## src/design/sacc_defs.svh

```systemverilog
// constants for the converter control block
`ifndef SACC_DEFS_SVH
`define SACC_DEFS_SVH

`define SACC_CTRL_ADDR    8'hE8
`define SACC_CTRL_PAGE    8'h00
`define SACC_CTRL_RESET   8'h00
`define SACC_BIT_ON       3'h7
`define SACC_BIT_BURST    3'h6
`define SACC_BIT_DONE     3'h5
`define SACC_BIT_TRIG     3'h4
`define SACC_BIT_WIN      3'h3
`define SACC_SRC_SW       3'h0
`define SACC_SRC_T0       3'h1
`define SACC_SRC_T2       3'h2
`define SACC_SRC_T3       3'h3
`define SACC_CLKS_8BIT    4'hB
`define SACC_CLKS_10BIT   4'hD

`endif

```

## src/design/sacc_pkg.sv

```systemverilog
// types for the converter control block
package sacc_pkg;
  typedef enum logic [1:0] {
    SACC_IDLE  = 2'b00,
    SACC_PWRUP = 2'b01,
    SACC_CONV  = 2'b10
  } sacc_seq_state_type;
endpackage : sacc_pkg

```

## src/design/sacc_seq_if.sv

```systemverilog
// control and status between the register logic and the conversion sequencer
`timescale 1ns/1ns
interface sacc_seq_if;
  logic       start;
  logic       need_pwrup;
  logic [3:0] conv_clks;
  logic [4:0] pwrup_time;
  logic [4:0] sar_div;
  logic       busy;
  logic       done;
  modport ctrl (output start, need_pwrup, conv_clks, pwrup_time, sar_div, input busy, done);
  modport seq  (input start, need_pwrup, conv_clks, pwrup_time, sar_div, output busy, done);
endinterface : sacc_seq_if

```

## src/design/sacc_ctrl.sv

```systemverilog
// converter control register, start source selection, burst and flag logic
`timescale 1ns/1ns
`include "sacc_defs.svh"
module sacc_ctrl (
  input  wire logic        CLOCK_I,
  input  wire logic        RST_N_I,
  input  wire logic        CE_I,
  input  wire logic [7:0]  SFR_PAGE_I,
  input  wire logic [7:0]  SFR_ADDR_I,
  input  wire logic        SFR_WR_I,
  input  wire logic [7:0]  SFR_WDATA_I,
  input  wire logic        SFR_BIT_WR_I,
  input  wire logic [2:0]  SFR_BIT_SEL_I,
  input  wire logic        SFR_BIT_VAL_I,
  input  wire logic        TIMER0_OVF_I,
  input  wire logic        TIMER2_OVF_I,
  input  wire logic        TIMER3_OVF_I,
  input  wire logic        EXTERNAL_START_PIN_I,
  input  wire logic        LOW_POWER_SELECT_I,
  input  wire logic [4:0]  POWER_UP_TIME_I,
  input  wire logic [4:0]  SAR_DIV_I,
  input  wire logic        MODE_8BIT_I,
  input  wire logic [2:0]  REPEAT_COUNT_I,
  input  wire logic [9:0]  SAR_DATA_I,
  input  wire logic [15:0] UPPER_LIMIT_I,
  input  wire logic [15:0] LOWER_LIMIT_I,
  output logic      [7:0]  SFR_RDATA_O,
  output logic      [15:0] RESULT_O,
  output logic             ANALOG_ON_O,
  output logic             LOW_BIAS_O
);
  function automatic logic [6:0] repeat_total(input logic [2:0] code);
    unique case (code)
      3'h0:    repeat_total = 7'h01;
      3'h1:    repeat_total = 7'h04;
      3'h2:    repeat_total = 7'h08;
      3'h3:    repeat_total = 7'h10;
      3'h4:    repeat_total = 7'h20;
      default: repeat_total = 7'h40;
    endcase
  endfunction : repeat_total

  sacc_seq_if s ();
  sacc_seq u_seq (.clock_i(CLOCK_I), .rst_n_i(RST_N_I), .ce_i(CE_I), .s(s.seq));

  logic [7:0]  ctrl, next_ctrl;
  logic [2:0]  ext_sync;
  logic        ext_lvl, next_ext_lvl;
  logic [6:0]  burst_left, next_burst_left;
  logic [6:0]  acc_n, next_acc_n;
  logic [15:0] acc, next_acc;
  logic        start, next_start;
  logic        pwrup, next_pwrup;
  logic [7:0]  next_rdata;
  logic [15:0] next_result;
  logic        next_analog_on;
  logic        sel, wr_any, sw_start, ext_rise, start_evt, accept, target_hit, in_window;
  logic [7:0]  wv;
  logic [6:0]  target;
  logic [15:0] sample, sum;

  assign s.start      = start;
  assign s.need_pwrup = pwrup;
  assign s.conv_clks  = MODE_8BIT_I ? `SACC_CLKS_8BIT : `SACC_CLKS_10BIT;
  assign s.pwrup_time = POWER_UP_TIME_I;
  assign s.sar_div    = SAR_DIV_I;

  ////////////////////////////////////////////////////////////////////////////
  // register write decode and start sources
  always_comb begin
    sel    = (SFR_PAGE_I == `SACC_CTRL_PAGE) && (SFR_ADDR_I == `SACC_CTRL_ADDR);
    wr_any = sel && (SFR_WR_I || SFR_BIT_WR_I);
    wv     = SFR_BIT_WR_I ? ctrl : SFR_WDATA_I;
    if (SFR_BIT_WR_I) begin
      wv[SFR_BIT_SEL_I] = SFR_BIT_VAL_I;
    end
    // the written source field must be 000 as well as the stored one
    sw_start = wr_any && wv[`SACC_BIT_TRIG] && (wv[2:0] == `SACC_SRC_SW);
    ext_rise = next_ext_lvl && !ext_lvl;
    unique casez (ctrl[2:0])
      `SACC_SRC_SW: start_evt = sw_start;
      `SACC_SRC_T0: start_evt = TIMER0_OVF_I;
      `SACC_SRC_T2: start_evt = TIMER2_OVF_I;
      `SACC_SRC_T3: start_evt = TIMER3_OVF_I;
      3'b1??:       start_evt = ext_rise;
      default:      start_evt = 1'b0;
    endcase
    // disabled single mode ignores starts; burst wakes itself
    accept = start_evt && (ctrl[`SACC_BIT_ON] || ctrl[`SACC_BIT_BURST])
             && !s.busy && !start && (burst_left == 7'h00);
  end

  ////////////////////////////////////////////////////////////////////////////
  // synchroniser filter: level follows only when stages two and three agree
  always_comb begin
    next_ext_lvl = (ext_sync[1] == ext_sync[2]) ? ext_sync[2] : ext_lvl;
  end

  ////////////////////////////////////////////////////////////////////////////
  // sequencing, accumulation and flags
  always_comb begin
    target      = ctrl[`SACC_BIT_BURST] ? repeat_total(REPEAT_COUNT_I) : 7'h01;
    sample      = MODE_8BIT_I ? {6'h00, SAR_DATA_I[9:2], 2'b00} : {6'h00, SAR_DATA_I};
    sum         = 16'(acc + sample);
    target_hit  = s.done && (7'(acc_n + 7'h01) >= target);
    in_window   = (sum > UPPER_LIMIT_I) && (sum < LOWER_LIMIT_I);
    next_ctrl       = ctrl;
    next_burst_left = burst_left;
    next_acc_n      = acc_n;
    next_acc        = acc;
    next_result     = RESULT_O;
    next_start      = 1'b0;
    next_pwrup      = pwrup;
    if (wr_any) begin
      next_ctrl = {wv[7:5], 1'b0, wv[3:0]};
    end
    if (accept) begin
      // a pin edge in burst only buys one conversion of the count
      next_burst_left = (ctrl[2] || !ctrl[`SACC_BIT_BURST]) ? 7'h01 : target;
      next_start      = 1'b1;
      next_pwrup      = ctrl[`SACC_BIT_BURST] && !ctrl[`SACC_BIT_ON];
    end
    if (s.done) begin
      next_burst_left = 7'(burst_left - 7'h01);
      next_pwrup      = 1'b0;
      if (target_hit) begin
        next_acc    = 16'h0000;
        next_acc_n  = 7'h00;
        next_result = sum;
        next_ctrl[`SACC_BIT_DONE] = 1'b1;
        if (in_window) begin
          next_ctrl[`SACC_BIT_WIN] = 1'b1;
        end
      end else begin
        next_acc   = sum;
        next_acc_n = 7'(acc_n + 7'h01);
      end
      if (burst_left > 7'h01 && !target_hit) begin
        next_start = 1'b1;
      end
    end
    next_rdata = ctrl;
    next_rdata[`SACC_BIT_TRIG] = s.busy || start;
    next_analog_on = ctrl[`SACC_BIT_ON] || s.busy || start;
  end

  always_ff @(posedge CLOCK_I) begin
    if (!RST_N_I) begin
      ctrl        <= `SACC_CTRL_RESET;
      ext_sync    <= 3'h0;
      ext_lvl     <= 1'b0;
      burst_left  <= 7'h00;
      acc_n       <= 7'h00;
      acc         <= 16'h0000;
      start       <= 1'b0;
      pwrup       <= 1'b0;
      SFR_RDATA_O <= `SACC_CTRL_RESET;
      RESULT_O    <= 16'h0000;
      ANALOG_ON_O <= 1'b0;
      LOW_BIAS_O  <= 1'b0;
    end else if (CE_I) begin
      ctrl        <= next_ctrl;
      ext_sync    <= {ext_sync[1:0], EXTERNAL_START_PIN_I};
      ext_lvl     <= next_ext_lvl;
      burst_left  <= next_burst_left;
      acc_n       <= next_acc_n;
      acc         <= next_acc;
      start       <= next_start;
      pwrup       <= next_pwrup;
      SFR_RDATA_O <= next_rdata;
      RESULT_O    <= next_result;
      ANALOG_ON_O <= next_analog_on;
      LOW_BIAS_O  <= LOW_POWER_SELECT_I;
    end
  end
endmodule : sacc_ctrl

```

## src/design/sacc_seq.sv

```systemverilog
// conversion sequencer: SAR clock divider, power-up wait and conversion length
`timescale 1ns/1ns
module sacc_seq (
  input  wire logic clock_i,
  input  wire logic rst_n_i,
  input  wire logic ce_i,
  sacc_seq_if.seq   s
);
  sacc_pkg::sacc_seq_state_type state, next_state;
  logic [4:0] div_cnt, next_div_cnt;
  logic [4:0] cnt, next_cnt;
  logic       done, next_done;
  logic       tick;
  logic [4:0] ticks_seen;

  assign s.busy = (state != sacc_pkg::SACC_IDLE);
  assign s.done = done;

  ////////////////////////////////////////////////////////////////////////////
  always_comb begin
    tick         = (div_cnt == s.sar_div);
    next_state   = state;
    next_div_cnt = div_cnt;
    next_cnt     = cnt;
    next_done    = 1'b0;
    if (state != sacc_pkg::SACC_IDLE) begin
      next_div_cnt = tick ? 5'h00 : 5'(div_cnt + 5'h01);
    end
    unique case (state)
      sacc_pkg::SACC_IDLE: begin
        if (s.start) begin
          next_div_cnt = 5'h00;
          if (s.need_pwrup && s.pwrup_time != 5'h00) begin
            next_state = sacc_pkg::SACC_PWRUP;
            next_cnt   = s.pwrup_time;
          end else begin
            next_state = sacc_pkg::SACC_CONV;
            next_cnt   = {1'b0, s.conv_clks};
          end
        end
      end
      sacc_pkg::SACC_PWRUP: begin
        if (tick) begin
          if (cnt == 5'h01) begin
            next_state = sacc_pkg::SACC_CONV;
            next_cnt   = {1'b0, s.conv_clks};
          end else begin
            next_cnt = 5'(cnt - 5'h01);
          end
        end
      end
      sacc_pkg::SACC_CONV: begin
        if (tick) begin
          if (cnt == 5'h01) begin
            next_state = sacc_pkg::SACC_IDLE;
            next_done  = 1'b1;
          end else begin
            next_cnt = 5'(cnt - 5'h01);
          end
        end
      end
      default: next_state = sacc_pkg::SACC_IDLE;
    endcase
  end

  always_ff @(posedge clock_i) begin
    if (!rst_n_i) begin
      state   <= sacc_pkg::SACC_IDLE;
      div_cnt <= 5'h00;
      cnt     <= 5'h00;
      done    <= 1'b0;
    end else if (ce_i) begin
      state   <= next_state;
      div_cnt <= next_div_cnt;
      cnt     <= next_cnt;
      done    <= next_done;
    end
  end

  ////////////////////////////////////////////////////////////////////////////
  // helper: SAR ticks seen while converting
  always_ff @(posedge clock_i) begin
    if (!rst_n_i) begin
      ticks_seen <= 5'h00;
    end else if (ce_i) begin
      if (state != sacc_pkg::SACC_CONV) begin
        ticks_seen <= 5'h00;
      end else if (tick) begin
        ticks_seen <= 5'(ticks_seen + 5'h01);
      end
    end
  end
endmodule : sacc_seq

```

## config.mk

```make
export PLATFORM = sky130hd
export DESIGN_NAME = sacc_ctrl
export DESIGN_NICKNAME = d
export VERILOG_FILES = /design/src/design/sacc_pkg.sv /design/src/design/sacc_seq_if.sv /design/src/design/sacc_ctrl.sv /design/src/design/sacc_seq.sv
export VERILOG_INCLUDE_DIRS = /design/src /design/src/design
export SDC_FILE = /design/constraint.sdc
export NUM_CORES = 1
export LEC_CHECK = 0
export BUFFER_PORTS_ARGS = -buffer_cell sky130_fd_sc_hd__buf_2
export CORE_UTILIZATION = 51
export CTS_CLUSTER_DIAMETER = 30
export CTS_CLUSTER_SIZE = 16
export DETAILED_ROUTE_END_ITERATION = 16
export MAX_ROUTING_LAYER = met4
export PLACE_DENSITY = 0.77
export SYNTH_ARGS = -nofsm -noshare
export SYNTH_HDL_FRONTEND = slang
export SYNTH_SLANG_ARGS = --single-unit
```

## constraint.sdc

```tcl
create_clock -name CLOCK_I -period 3.19 [get_ports CLOCK_I]
set_input_delay 0.1595 -clock CLOCK_I [delete_from_list [all_inputs] [get_ports CLOCK_I]]
set_output_delay 0.1595 -clock CLOCK_I [all_outputs]
set_load 0.03 [all_outputs]
```

Word level (Yosys, flattened, before mapping)
Index checks and enable logic that the tools add are counted.
- register bits: 82
- input bits: 94
- output and inout bits: 26
- add/subtract/negate cells: 5
- magnitude comparators: 6
- equality and inequality tests: 19
- muxes and demuxes: 48
- reductions and logical operators: 43
- operator list (cell ; number):
    5-bit 2-to-1 mux ; 10
    7-bit 2-to-1 mux ; 5
    7-bit case mux with 5 select lines ; 1
    16-bit by 10-bit adder with 16-bit output ; 1
    16-bit > comparator ; 1
    16-bit less-than comparator ; 1
    16-bit 2-to-1 mux ; 1
    8-bit 2-to-1 mux ; 2
    1-bit logical AND ; 15
    1-bit 2-to-1 mux ; 15
    5-bit case mux with 3 select lines ; 1
    2-bit 2-to-1 mux ; 7
    3-bit by 2-bit equality test with 1-bit output (second input constant) ; 4
    6-bit AND reduction ; 2
    3-bit zero test ; 3
    8-bit bitwise mux ; 1
    8-bit equality test (second input constant) ; 1
    8-bit zero test ; 1
    2-bit by 1-bit inequality test with 1-bit output (second input constant) ; 4
    7-bit by 1-bit adder with 7-bit output (second input constant) ; 1
    7-bit >= comparator ; 1
    7-bit by 1-bit > comparator with 1-bit output (second input constant) ; 1
    7-bit zero test ; 1
    7-bit by 1-bit subtractor with 7-bit output (second input constant) ; 1
    other kinds (25) ; 40

Depth between registers and ports, before layout
Gate-level depths: netlist (run 1).
- word-level depth: 16
- mapped depth: 16
- depth with buffers taken out: 16

Hierarchy
A second synthesis (run 1) with hierarchy kept.
- cell total of the unflattened synthesis: 720
- area, all modules: 5765.5 µm²
- by module, submodules not included (module ; times used ; cells an instance ; area each (µm²)):
    sacc_ctrl ; 1 ; 598 ; 4709.5
    sacc_seq ; 1 ; 122 ; 1056.0

Worst setup path after synthesis (run 1)
Ideal clock, no wire load.
- path kind: reg2reg
- start point: reg acc[7]
- end point: reg ctrl[3]
- setup time: 0.101 ns
- arrival time: 3.022 ns
- slack: 0.067 ns
- stages on the path, launching flop included: 13
- period minus slack after synthesis: 3.123 ns
- cells stage by stage: dfxtp_1 -> ha_1 -> clkbuf_1 -> a22o_1 -> o41ai_1 -> a21boi_0 -> a21o_1 -> nand2_1 -> ha_1 -> a21o_1 -> a2111oi_0 -> o21ai_0 -> o41ai_1
- word-level cells in the longest chain between the ends: 6
- elaborated cells between the ends (all ways): 7
- RTL lines (what ; line ; text):
    start, declared ; sacc_ctrl.sv:51 ; logic [15:0] acc, next_acc;
    start signal, assigned ; sacc_ctrl.sv:167 ; acc <= next_acc;
    16-bit by 10-bit adder with 16-bit output * ; sacc_ctrl.sv:104 ; sum = 16'(acc + sample);
    net sum[14] ; sacc_ctrl.sv:60 ; logic [15:0] sample, sum;
    16-bit > comparator / 16-bit less-than comparator (equally long branches) ; sacc_ctrl.sv:106 ; in_window = (sum > UPPER_LIMIT_I) && (sum < LOWER_LIMIT_I);
    1-bit logical AND * ; sacc_ctrl.sv:106 ;
    1-bit 2-to-1 mux * ; sacc_ctrl.sv:131 ; if (in_window) begin
    1-bit 2-to-1 mux * ; sacc_ctrl.sv:126 ; if (target_hit) begin
    1-bit 2-to-1 mux * ; sacc_ctrl.sv:123 ; if (s.done) begin
    end signal, assigned ; sacc_ctrl.sv:149 ; ctrl <= `SACC_CTRL_RESET;
    end signal, assigned ; sacc_ctrl.sv:162 ; ctrl <= next_ctrl;
    end, declared ; sacc_ctrl.sv:46 ; logic [7:0] ctrl, next_ctrl;
The timed path passes the listed nets; every way through them passes the cells marked *.
A chain may end at the register's enable or synchronous reset.

Worst setup path after layout (run 1)
- start point: reg acc[0]
- end point: reg RESULT_O[14]
- word-level cells in the longest chain between the ends: 1
- RTL lines (what ; line ; text):
    16-bit by 10-bit adder with 16-bit output ; sacc_ctrl.sv:104 ;
    end signal, assigned ; sacc_ctrl.sv:171 ; RESULT_O <= next_result;
    end, declared ; sacc_ctrl.sv:28 ; output logic [15:0] RESULT_O,
Every way passes these cells.

==> results_dict.tcl, run 1 <==
set metrics [dict create \
    grt_pass1_wl_um 26700 \
    synth_area_per_cell_um2 7.88 \
    die_area_um2 11700 \
    nets 1041 \
    ys_top_cells_by_count "82 x dfxtp_1, 75 x nand2_1, 62 x nor2_1, 58 x a21oi_1, 57 x ha_1" \
    die_h_um 108 \
    start_util 0.528 \
    cts_root_buffer "clkbuf_16" \
    fmax_mhz 310 \
    gp_congestion 0.981 \
    fin_util 0.685 \
    antenna_found_initial 0 \
    failed_checks "negative setup slack" \
    finalSetupViolCount 2 \
    track_usage 0.298 \
    drtIter0Drc 613 \
    netlist_area_um2 5770 \
    areaGrowthSynthToFinish_pct 29.7 \
    maxSlewViolCount 0 \
    finalPower_w 0.00239 \
    holdBufCountCts 0 \
    num_rows 38 \
    netlist_instances 732 \
    worst_setup_path_start_kind "register" \
    async_flop_share 0 \
    synth_edf_count 0 \
    ir_drop_uv 206 \
    endpoint_kind "register" \
    drcViolationCount 0 \
    dpl.hpwl_um 12100 \
    tns_ps -45.3 \
    wl_per_cell_um 16.8 \
    post-route-worst-setup-slack_ps -35.5 \
    synth_ff_type "dfxtp_1" \
    first_pass_iters 5 \
    port-buffer-count 119 \
    dp_slack_ps -438 \
    leakage_nw 3.52 \
    placed_area_um2 6710 \
    via_per_inst 5.93 \
    yosysWarningCount 0 \
    h-tree-depth 3 \
    io_pins 120 \
    yosysMostFrequentCell "dfxtp_1" \
    worstMarginPinSlew_ps 711 \
    n_antenna_cell 0 \
    skew_ps 5.59 \
    power_density_nw_per_um2 319 \
    drt_wl_total_um 17300 \
    yosys.area.top_type_share 0.284 \
    slew_headroom 0.526 \
    path_clk_slew_ps 60 \
    numCtsBuffers 9 \
    period_share 1.01 \
    hold_viol 0 \
    hp-class "input pin to register" \
    rsz0062_at_grt "yes" \
    clock-sinks 82 \
    die_w_um 108 \
    cts_tree "yes" \
    worst_skew_pair.late_latency_ps 350 \
    cp_data_arrival_time_ps 3470 \
    synth_seq_area_share 0.284 \
    ant_nets 0 \
    yosysTopAreaCell "dfxtp_1" \
    path_class "register to register" \
    synth_cell_types 66 \
    layout-drive-gt1-share 0.274 \
    status "finished, violations left" \
    overflow 0 \
    period_minus_slack_ps 3230 \
    grt_max_degree 61 \
    stdcell_area_um2 7490 \
    grt_pass1_vias 5746 \
    max_cap_violations 0 \
    route.vias.total 6134 \
    ys_ff_latch 82 \
    crit_required_ps 3430 \
    synth_area_leaders "dfxtp_1 28%, ha_1 12%, a21oi_1 5.0%" \
    core_um2 10900 \
    synth_nets 884 \
    clock_path_buffers 2 \
    cp_max_fo 3 \
]
[power breakdown]
group / internal (W) / total (W) / leakage [nW] / switching, W
sequential: 0.00103 / 0.00103 / 0.663 / 0.00000209
clock: 0.000645 / 0.00108 / 0.151 / 0.000434
combinational: 0.000128 / 0.000283 / 2.70 / 0.000156
total: 0.00180 / 0.00239 / 3.52 / 0.000591
[placed cells by master (no fill, tap or decap), types with 4 or more instances in the layout]
master,synthesis,final
and3_1,11,11
clkbuf_16,0,9
o22ai_1,5,5
nand2b_1,11,11
o21a_1,7,7
nor2_1,62,61
xor2_1,13,11
ha_4,0,9
nor2b_1,13,13
o211ai_1,7,7
inv_1,48,48
ha_1,57,46
a21oi_1,58,52
a21boi_0,5,4
nand3_1,35,32
buf_2,1,119
a22oi_1,4,4
mux2i_1,23,23
xnor2_1,15,13
a21oi_2,0,4
dfxtp_1,82,78
nand4_1,11,11
nor3_1,15,14
nand3b_1,4,4
a31oi_1,10,10
a21o_1,20,19
or3_1,4,4
nand2_1,75,73
nor4_1,8,8
o211a_1,4,4
buf_4,0,56
o21ai_0,26,25
o31ai_1,5,5
[metrics by stage]
step	std cells	hold WS (ps)
floorplan	732	307
global placement	999	397
detailed placement	999	407
CTS	1028	45.9
global route	1034	65.0
finish	1034	47.4
[logic make-up (layout without fill, tap and decap cells)]
| group | count (synthesis) | after routing | synth area share |
|---|---|---|---|
| flip-flops | 82 | 82 | 0.284 |
| XOR/XNOR | 28 | 28 | 0.0425 |
| AND/OR/NAND/NOR | 272 | 272 | 0.234 |
| buffers and inverters | 78 | 240 | 0.0509 |
| AO/OA/AOI/OAI | 190 | 190 | 0.220 |
| multiplexers | 24 | 24 | 0.0418 |
| adder cells (fa/ha/maj) | 58 | 58 | 0.127 |
[metal layers]
metal | track usage | routed length [um] | vias up | part of all wire
met5 | - | 0 | - | 0
met4 | 0.157 | 544 | 0 | 0.031
met3 | 0.0446 | 1060 | 47 | 0.061
li1 | - | - | 2966 | -
met1 | 0.364 | 7380 | 2867 | 0.43
met2 | 0.475 | 8360 | 254 | 0.48
[state kept, by name, indices dropped and copies added, names as in the netlist, 2 cells and up]
| signal | flops |
|---|---|
| ext_sync | 3 |
| acc_n | 7 |
| SFR_RDATA_O | 8 |
| RESULT_O | 16 |
| u_seq.state | 2 |
| acc | 16 |
| u_seq.div_cnt | 5 |
| ctrl | 7 |
| burst_left | 7 |
| u_seq.cnt | 5 |
[worst paths after layout]
kind | cells after the start | to | slack (ps) | from
worst max register to register | 18 | RESULT_O[14]$_SDFFE_PN0P_ | -40 | acc[0]$_SDFFE_PN0P_
worst min register to register | 2 | RESULT_O[5]$_SDFFE_PN0P_ | 450 | RESULT_O[5]$_SDFFE_PN0P_
worst min-delay path | 3 | ext_sync[0]$_SDFFE_PN0P_ | 50 | EXTERNAL_START_PIN_I
worst max-delay path | 18 | RESULT_O[14]$_SDFFE_PN0P_ | -40 | acc[0]$_SDFFE_PN0P_
[repair_timing]
| action | CTS | global route |
|---|---|---|
| setup buffers | 13 | 6 |
| cloned | 0 | 0 |
| pin swaps | 11 | 26 |
| resized for setup | 24 | 32 |
| setup endpoints to repair | 1 | 5 |
[critical path: stages, from the launching register on]
cell and delay [ps]:
dfxtp_2 350, ha_4 140, fa_2 200, a21o_1 160, a31o_4 210, nand3_4 120, a21boi_2 210, nand3_1 150
buf_4 170, buf_4 130, buf_4 120, buf_4 120, buf_4 120, buf_4 120, buf_4 120, buf_4 120
buf_4 120, buf_4 130, a311oi_1 290
[layout make-up]
cell class	instances	area, um2
clock buffer	11	253
tap	140	175
inverter	49	184
timing repair buffer	175	1020
clock inverter	5	52.6
multi-input combinational	572	4160
fill	861	3450
sequential	82	1650
(Power assumes the default switching activity.)
==> run 2: changes to the inputs <==
--- a/config.mk
+++ b/config.mk
@@ -13,6 +13,8 @@
 export DETAILED_ROUTE_END_ITERATION = 16
 export MAX_ROUTING_LAYER = met4
 export PLACE_DENSITY = 0.77
+export RECOVER_POWER = 100
 export SYNTH_ARGS = -nofsm -noshare
 export SYNTH_HDL_FRONTEND = slang
+export SYNTH_HIERARCHICAL = 1
 export SYNTH_SLANG_ARGS = --single-unit
==> results_dict.tcl, run 2 <==
set metrics [dict create \
    status "finished, violations left" \
    failed_checks "negative setup slack" \
    path_clk_slew_ps 60 \
    r2r-start "acc[0]$_SDFFE_PN0P_" \
    areaGrowthSynthToFinish_pct 27.3 \
    nFillCells 907 \
    drcViolationCount 0 \
    ys_top_cells_by_count "82 x dfxtp_1, 69 x nor2_1, 64 x a21oi_1, 64 x nand2_1, 57 x ha_1" \
    synth_area_leaders "dfxtp_1 28%, ha_1 12%, a21oi_1 5.6%" \
    yosysMostFrequentCell "dfxtp_1" \
    yosys.area.top_type_share 0.285 \
    cts_root_buffer "clkbuf_16" \
    io_pins 120 \
    route.vias.total 5887 \
    drt_wl_total_um 16200 \
    die_h_um 108 \
    overflow 0 \
    holdWs_ps 37.5 \
    async_flop_share 0 \
    start_util 0.527 \
    reg2reg_to "ctrl[3]$_SDFFE_PN0P_" \
    via_per_inst 5.76 \
    gp_congestion 0.912 \
    slew_headroom 0.170 \
    yosysTopAreaCell "dfxtp_1" \
    die_area_um2 11700 \
    cp_data_arrival_time_ps 3510 \
    cts_tree "yes" \
    dpl.hpwl_um 11900 \
    h-tree-depth 3 \
    grt_busiest_layer "met2" \
    hp-class "input pin to register" \
    core_um2 10900 \
    period_share 1.02 \
    min_from "EXTERNAL_START_PIN_I" \
    hold_depth 3 \
    n_antenna_cell 0 \
    synth_cell_types 82 \
    synth_edf_count 0 \
    r2r_cells 17 \
    drtIter0Drc 346 \
    post-route-worst-setup-slack_ps -70.2 \
    die_w_um 108 \
    finalSetupViolCount 1 \
    cp_slowest_cell "dfxtp_2" \
    path_cells "ha_4 > inv_4 > fa_2 > nand2b_4 > a21oi_4 > o21ai_2 > o21ai_2 > buf_4 > nand2_2 > xnor2_1 > buf_4 > ha_4 > nand4_1 > buf_4 > a2111oi_4 > nor4_2 > o221a_2" \
    endpoint_kind "register" \
    path_delay_family "compound AO/OA/AOI/OAI gates" \
    port-buffer-count 119 \
    use_met3 0.0621 \
    clock_path_buffers 2 \
    grt_pass1_vias 5766 \
    layout-drive-gt1-share 0.248 \
    synth_ff_type "dfxtp_1" \
    seqCellArea_um2 1650 \
    critPathMostFrequentCell "buf_4" \
    clock-sinks 82 \
    netlist_instances 720 \
    use_met2 0.502 \
    wl_per_cell_um 15.9 \
    synth_area_per_cell_um2 8.01 \
    num_rows 38 \
    crit_required_ps 3440 \
    netlist_area_um2 5770 \
    ir_drop_uv 308 \
    rsz0062_at_grt "yes" \
    skew_ps 7.40 \
    fmax_mhz 307 \
    path_class "register to register" \
    met1_usage 0.348 \
    r2r_setup_slack_ps -70 \
    layout_common_cells "92 x buf_2, 79 x dfxtp_1, 69 x nor2_1" \
    antenna_found_initial 0 \
    numCtsBuffers 9 \
    power_density_nw_per_um2 325 \
    multi_input_area_um2 4050 \
    nets 1029 \
    worst_setup_path_start_kind "register" \
    max_stage_delay_ps 350 \
    period_minus_slack_ps 3260 \
    ys_ff_latch 82 \
    crit_buf_inv 4 \
    worst_skew_pair.late_latency_ps 360 \
    holdBufCountCts 0 \
    leakage_nw 3.27 \
    max_cap_violations 0 \
    layout_commonest_cell "buf_2" \
    path_depth 17 \
    first_pass_iters 5 \
    worstMarginPinSlew_ps 1240 \
    maxSlewViolCount 0 \
    cp_max_fo 3 \
    ant_nets 0 \
    finalPower_w 0.00238 \
    track_usage 0.299 \
    min_to "ext_sync[0]$_SDFFE_PN0P_" \
    grt_max_degree 41 \
    hold_viol 0 \
    largestRegisters "RESULT_O x16, acc x16, SFR_RDATA_O x8" \
    synth_seq_area_share 0.285 \
    yosysWarningCount 6 \
    grt_pass1_wl_um 26400 \
]
run 2: cell types whose count changed in the layout (fill, tap and decap cells not counted), moves of 8 or more:
| cell | before | now |
|---|---|---|
| clkbuf_1 | 0 | 29 |
| nor2_1 | 61 | 69 |
| nand2_1 | 73 | 62 |
| a21o_1 | 19 | 8 |
| buf_2 | 119 | 92 |
run 2: how the worst max path moves through the flow:
stage	startpoint	end
CTS	acc[0]$_SDFFE_PN0P_	ctrl[3]$_SDFFE_PN0P_
detailed placement	MODE_8BIT_I	ctrl[3]$_SDFFE_PN0P_
floorplan	acc[0]$_SDFFE_PN0P_	ctrl[3]$_SDFFE_PN0P_
global placement	MODE_8BIT_I	ctrl[3]$_SDFFE_PN0P_
global route	acc[0]$_SDFFE_PN0P_	ctrl[3]$_SDFFE_PN0P_
finish	acc[0]$_SDFFE_PN0P_	ctrl[3]$_SDFFE_PN0P_
run 2: logic make-up (layout without fill, tap and decap cells):
family	after synthesis	count (layout)	share of synthesized area
DFF	82	82	0.285
and+or+nand+nor	259	259	0.224
muxes	24	24	0.0421
adders and majority gates	58	58	0.127
buffers and inverters	83	242	0.0632
AOI/OAI and AO/OA	187	187	0.218
xor gates and xnor gates	26	26	0.0395
other	1	4	0.000650
run 2: routing by layer:
metal  part of all wire  up-vias  wire [um]
met3              0.051       25        830
met5                  0        -          0
met2               0.49      170       7940
li1                   -     2900          -
met1               0.44     2792       7140
met4              0.019        0        316
run 2: power by group:
group	switching (W)	internal [W]	total [W]	leakage, nW
Clock	0.000462	0.000615	0.00108	0.144
Sequential	0.00000342	0.00103	0.00103	0.663
Combinational	0.000153	0.000123	0.000276	2.47
run 2: layout make-up:
type	count	share of cell area
timing repair buffer	170	0.130
multi-input combinational	558	0.552
sequential	82	0.224
tap	140	0.0239
clock inverter	6	0.00988
inverter	56	0.0290
clock buffer	10	0.0312
run 2: what timing repair did:
action / 4_1_cts / 5_1_grt
pin swaps: 15 / 22
gates resized for setup: 27 / 25
buffers inserted: 7 / 4
setup endpoints to repair: 1 / 2
run 2: through the flow:
| stage | setup TNS (ps) | area, um2 | util | std cells | setup slack, ps |
|---|---|---|---|---|---|
| final | -70.2 | 7340 | 0.671 | 1022 | -70.2 |
| after global routing | -186 | 7340 | 0.671 | 1022 | -186 |
| after detailed placement | -507 | 6730 | 0.615 | 996 | -507 |
| after global placement | -281 | 6730 | 0.615 | 996 | -281 |
| after CTS | -130 | 7210 | 0.660 | 1018 | -130 |
| after floorplan | 0 | 5790 | - | 723 | 9.73 |
run 2: tightest hold or removal path: cells and delay by family:
| family | cells | cell delay (ps) |
|---|---|---|
| mux | 1 | 50 |
| simple gates | 1 | 70 |
| buf+inv | 1 | 80 |
==> run 3: changes to the inputs <==
==> constraint.sdc (replaced) <==
create_clock -name CLOCK_I -period 3.19 [get_ports CLOCK_I]
set_input_delay 0.319 -clock CLOCK_I [delete_from_list [all_inputs] [get_ports CLOCK_I]]
set_output_delay 0.319 -clock CLOCK_I [all_outputs]
set_load 0.03 [all_outputs]
==> results_dict.tcl, run 3 (same netlist as run 2, synthesis figures left out) <==
set metrics [dict create \
    status "finished, violations left" \
    failed_checks "max-capacitance violations, max-slew violations, negative setup slack" \
    power_density_nw_per_um2 339 \
    ant_nets 0 \
    hp-class "input pin to register" \
    io_pins 120 \
    ir_drop_uv 313 \
    num_rows 38 \
    max_stage_delay_ps 370 \
    met1_usage 0.342 \
    clock_path_buffers 2 \
    leakage_nw 3.21 \
    fmax_mhz 298 \
    numCtsBuffers 9 \
    wl_per_cell_um 15.5 \
    path_delay_family "compound AO/OA/AOI/OAI gates" \
    path_class "register to register" \
    worst_skew_pair.late_latency_ps 350 \
    grt_pass1_wl_um 25400 \
    finalSetupViolCount 1 \
    post-route-worst-setup-slack_ps -166 \
    cp_max_fo 4 \
    first_pass_iters 5 \
    h-tree-depth 3 \
    multi_input_area_um2 3920 \
    path_cells "ha_1 > a21o_1 > a21oi_2 > a21boi_1 > buf_4 > a211o_1 > a21oi_2 > xnor2_2 > ha_1 > a21oi_2 > nor2_1 > nor4_1 > o21ai_1 > nor4_1 > o221a_2" \
    use_met2 0.478 \
    skew_ps 4.75 \
    nFillCells 929 \
    grt_busiest_layer "met2" \
    holdWs_ps 214 \
    crit_buf_inv 1 \
    clock-sinks 82 \
    antenna_found_initial 0 \
    place.detailed.instances 1001 \
    grt_max_degree 41 \
    areaGrowthSynthToFinish_pct 25.0 \
    cp_slowest_cell "nor4_1" \
    nets 1030 \
    maxSlewViolCount 36 \
    port-buffer-count 119 \
    endpoint_kind "register" \
    worstMarginPinSlew_ps 1620 \
    route.vias.total 5903 \
    hold_viol 0 \
    n_antenna_cell 0 \
    use_met3 0.0434 \
    max_cap_violations 1 \
    path_clk_slew_ps 60 \
    drt_wl_total_um 15800 \
    worst_setup_path_start_kind "register" \
    crit_required_ps 3480 \
    grt_pass1_vias 5598 \
    layout_commonest_cell "buf_2" \
    drtIter0Drc 426 \
    layout-drive-gt1-share 0.223 \
    period_minus_slack_ps 3360 \
    overflow 0 \
    die_w_um 108 \
    track_usage 0.284 \
    die_area_um2 11700 \
    dpl.hpwl_um 11500 \
    cts_root_buffer "clkbuf_16" \
    start_util 0.527 \
    seqCellArea_um2 1640 \
    slew_headroom -0.0800 \
    layout_common_cells "92 x buf_2, 81 x dfxtp_1, 69 x nor2_1" \
    core_um2 10900 \
    die_h_um 108 \
    drcViolationCount 0 \
    critPathMostFrequentCell "a21oi_2" \
    gp_congestion 0.950 \
    cts_tree "yes" \
    rsz0062_at_grt "yes" \
    cp_data_arrival_time_ps 3650 \
    largestRegisters "RESULT_O x16, acc x16, SFR_RDATA_O x8" \
    period_share 1.05 \
    via_per_inst 5.77 \
    holdBufCountCts 0 \
    final_cells 1023 \
]
[run 3: worst register-to-register path: stages, from the launching register on]
cell	delay [ps]
dfxtp_1	320
ha_1	280
a21o_1	190
a21oi_2	160
a21boi_1	90
buf_4	150
a211o_1	290
a21oi_2	190
xnor2_2	160
ha_1	290
a21oi_2	130
nor2_1	50
nor4_1	270
o21ai_1	110
nor4_1	370
o221a_2	260
[run 3: layout make-up]
type / count / share of cell area
multi-input cells: 558 / 0.543
flip-flops and latches: 82 / 0.228
repair buffers: 171 / 0.131
clock buffers: 10 / 0.0318
inverters: 56 / 0.0292
well taps: 140 / 0.0243
clock inverters: 6 / 0.0125
[run 3: worst paths after layout]
kind / from / end / slack, ps / cells after the start
min reg2reg: RESULT_O[2]$_SDFFE_PN0P_ / RESULT_O[2]$_SDFFE_PN0P_ / 460 / 2
min: LOW_POWER_SELECT_I / LOW_BIAS_O$_SDFFE_PN0P_ / 210 / 3
max reg2reg: acc[3]$_SDFFE_PN0P_ / ctrl[3]$_SDFFE_PN0P_ / -170 / 15
max: acc[3]$_SDFFE_PN0P_ / ctrl[3]$_SDFFE_PN0P_ / -170 / 15
[run 3: report_power, final]
| part | leakage, nW | switching [W] | total, W | internal (W) |
|---|---|---|---|---|
| logic | 2.40 | 0.000149 | 0.000269 | 0.000120 |
| clock network | 0.153 | 0.000455 | 0.00114 | 0.000689 |
| registers | 0.662 | 0.00000341 | 0.00103 | 0.00103 |
[run 3: metrics by stage]
stage / setup WS [ps] / TNS [ps] / total power [W] / util / area, um2
3_3_place_gp: -339 / -339 / 0.00130 / 0.620 / 6780
5_1_grt: -365 / -365 / 0.00253 / 0.659 / 7210
4_1_cts: -37.2 / -37.2 / 0.00245 / 0.659 / 7210
3_5_place_dp: -471 / -471 / 0.00131 / 0.620 / 6780
2_1_floorplan: 1.28 / 0 / 0.00119 / - / 5800
6_report: -166 / -166 / 0.00244 / 0.659 / 7210
[run 3: metal layers]
layer	vias up	routed length, um
met4	0	321
met3	28	823
met5	-	0
li1	2889	-
met2	215	7790
met1	2771	6900
[run 3: what timing repair did]
action                     4_1_cts  5_1_grt
setup endpoints to repair        1        7
buffers inserted                 3        3
resized for setup               17       12
pin swaps                        6       13
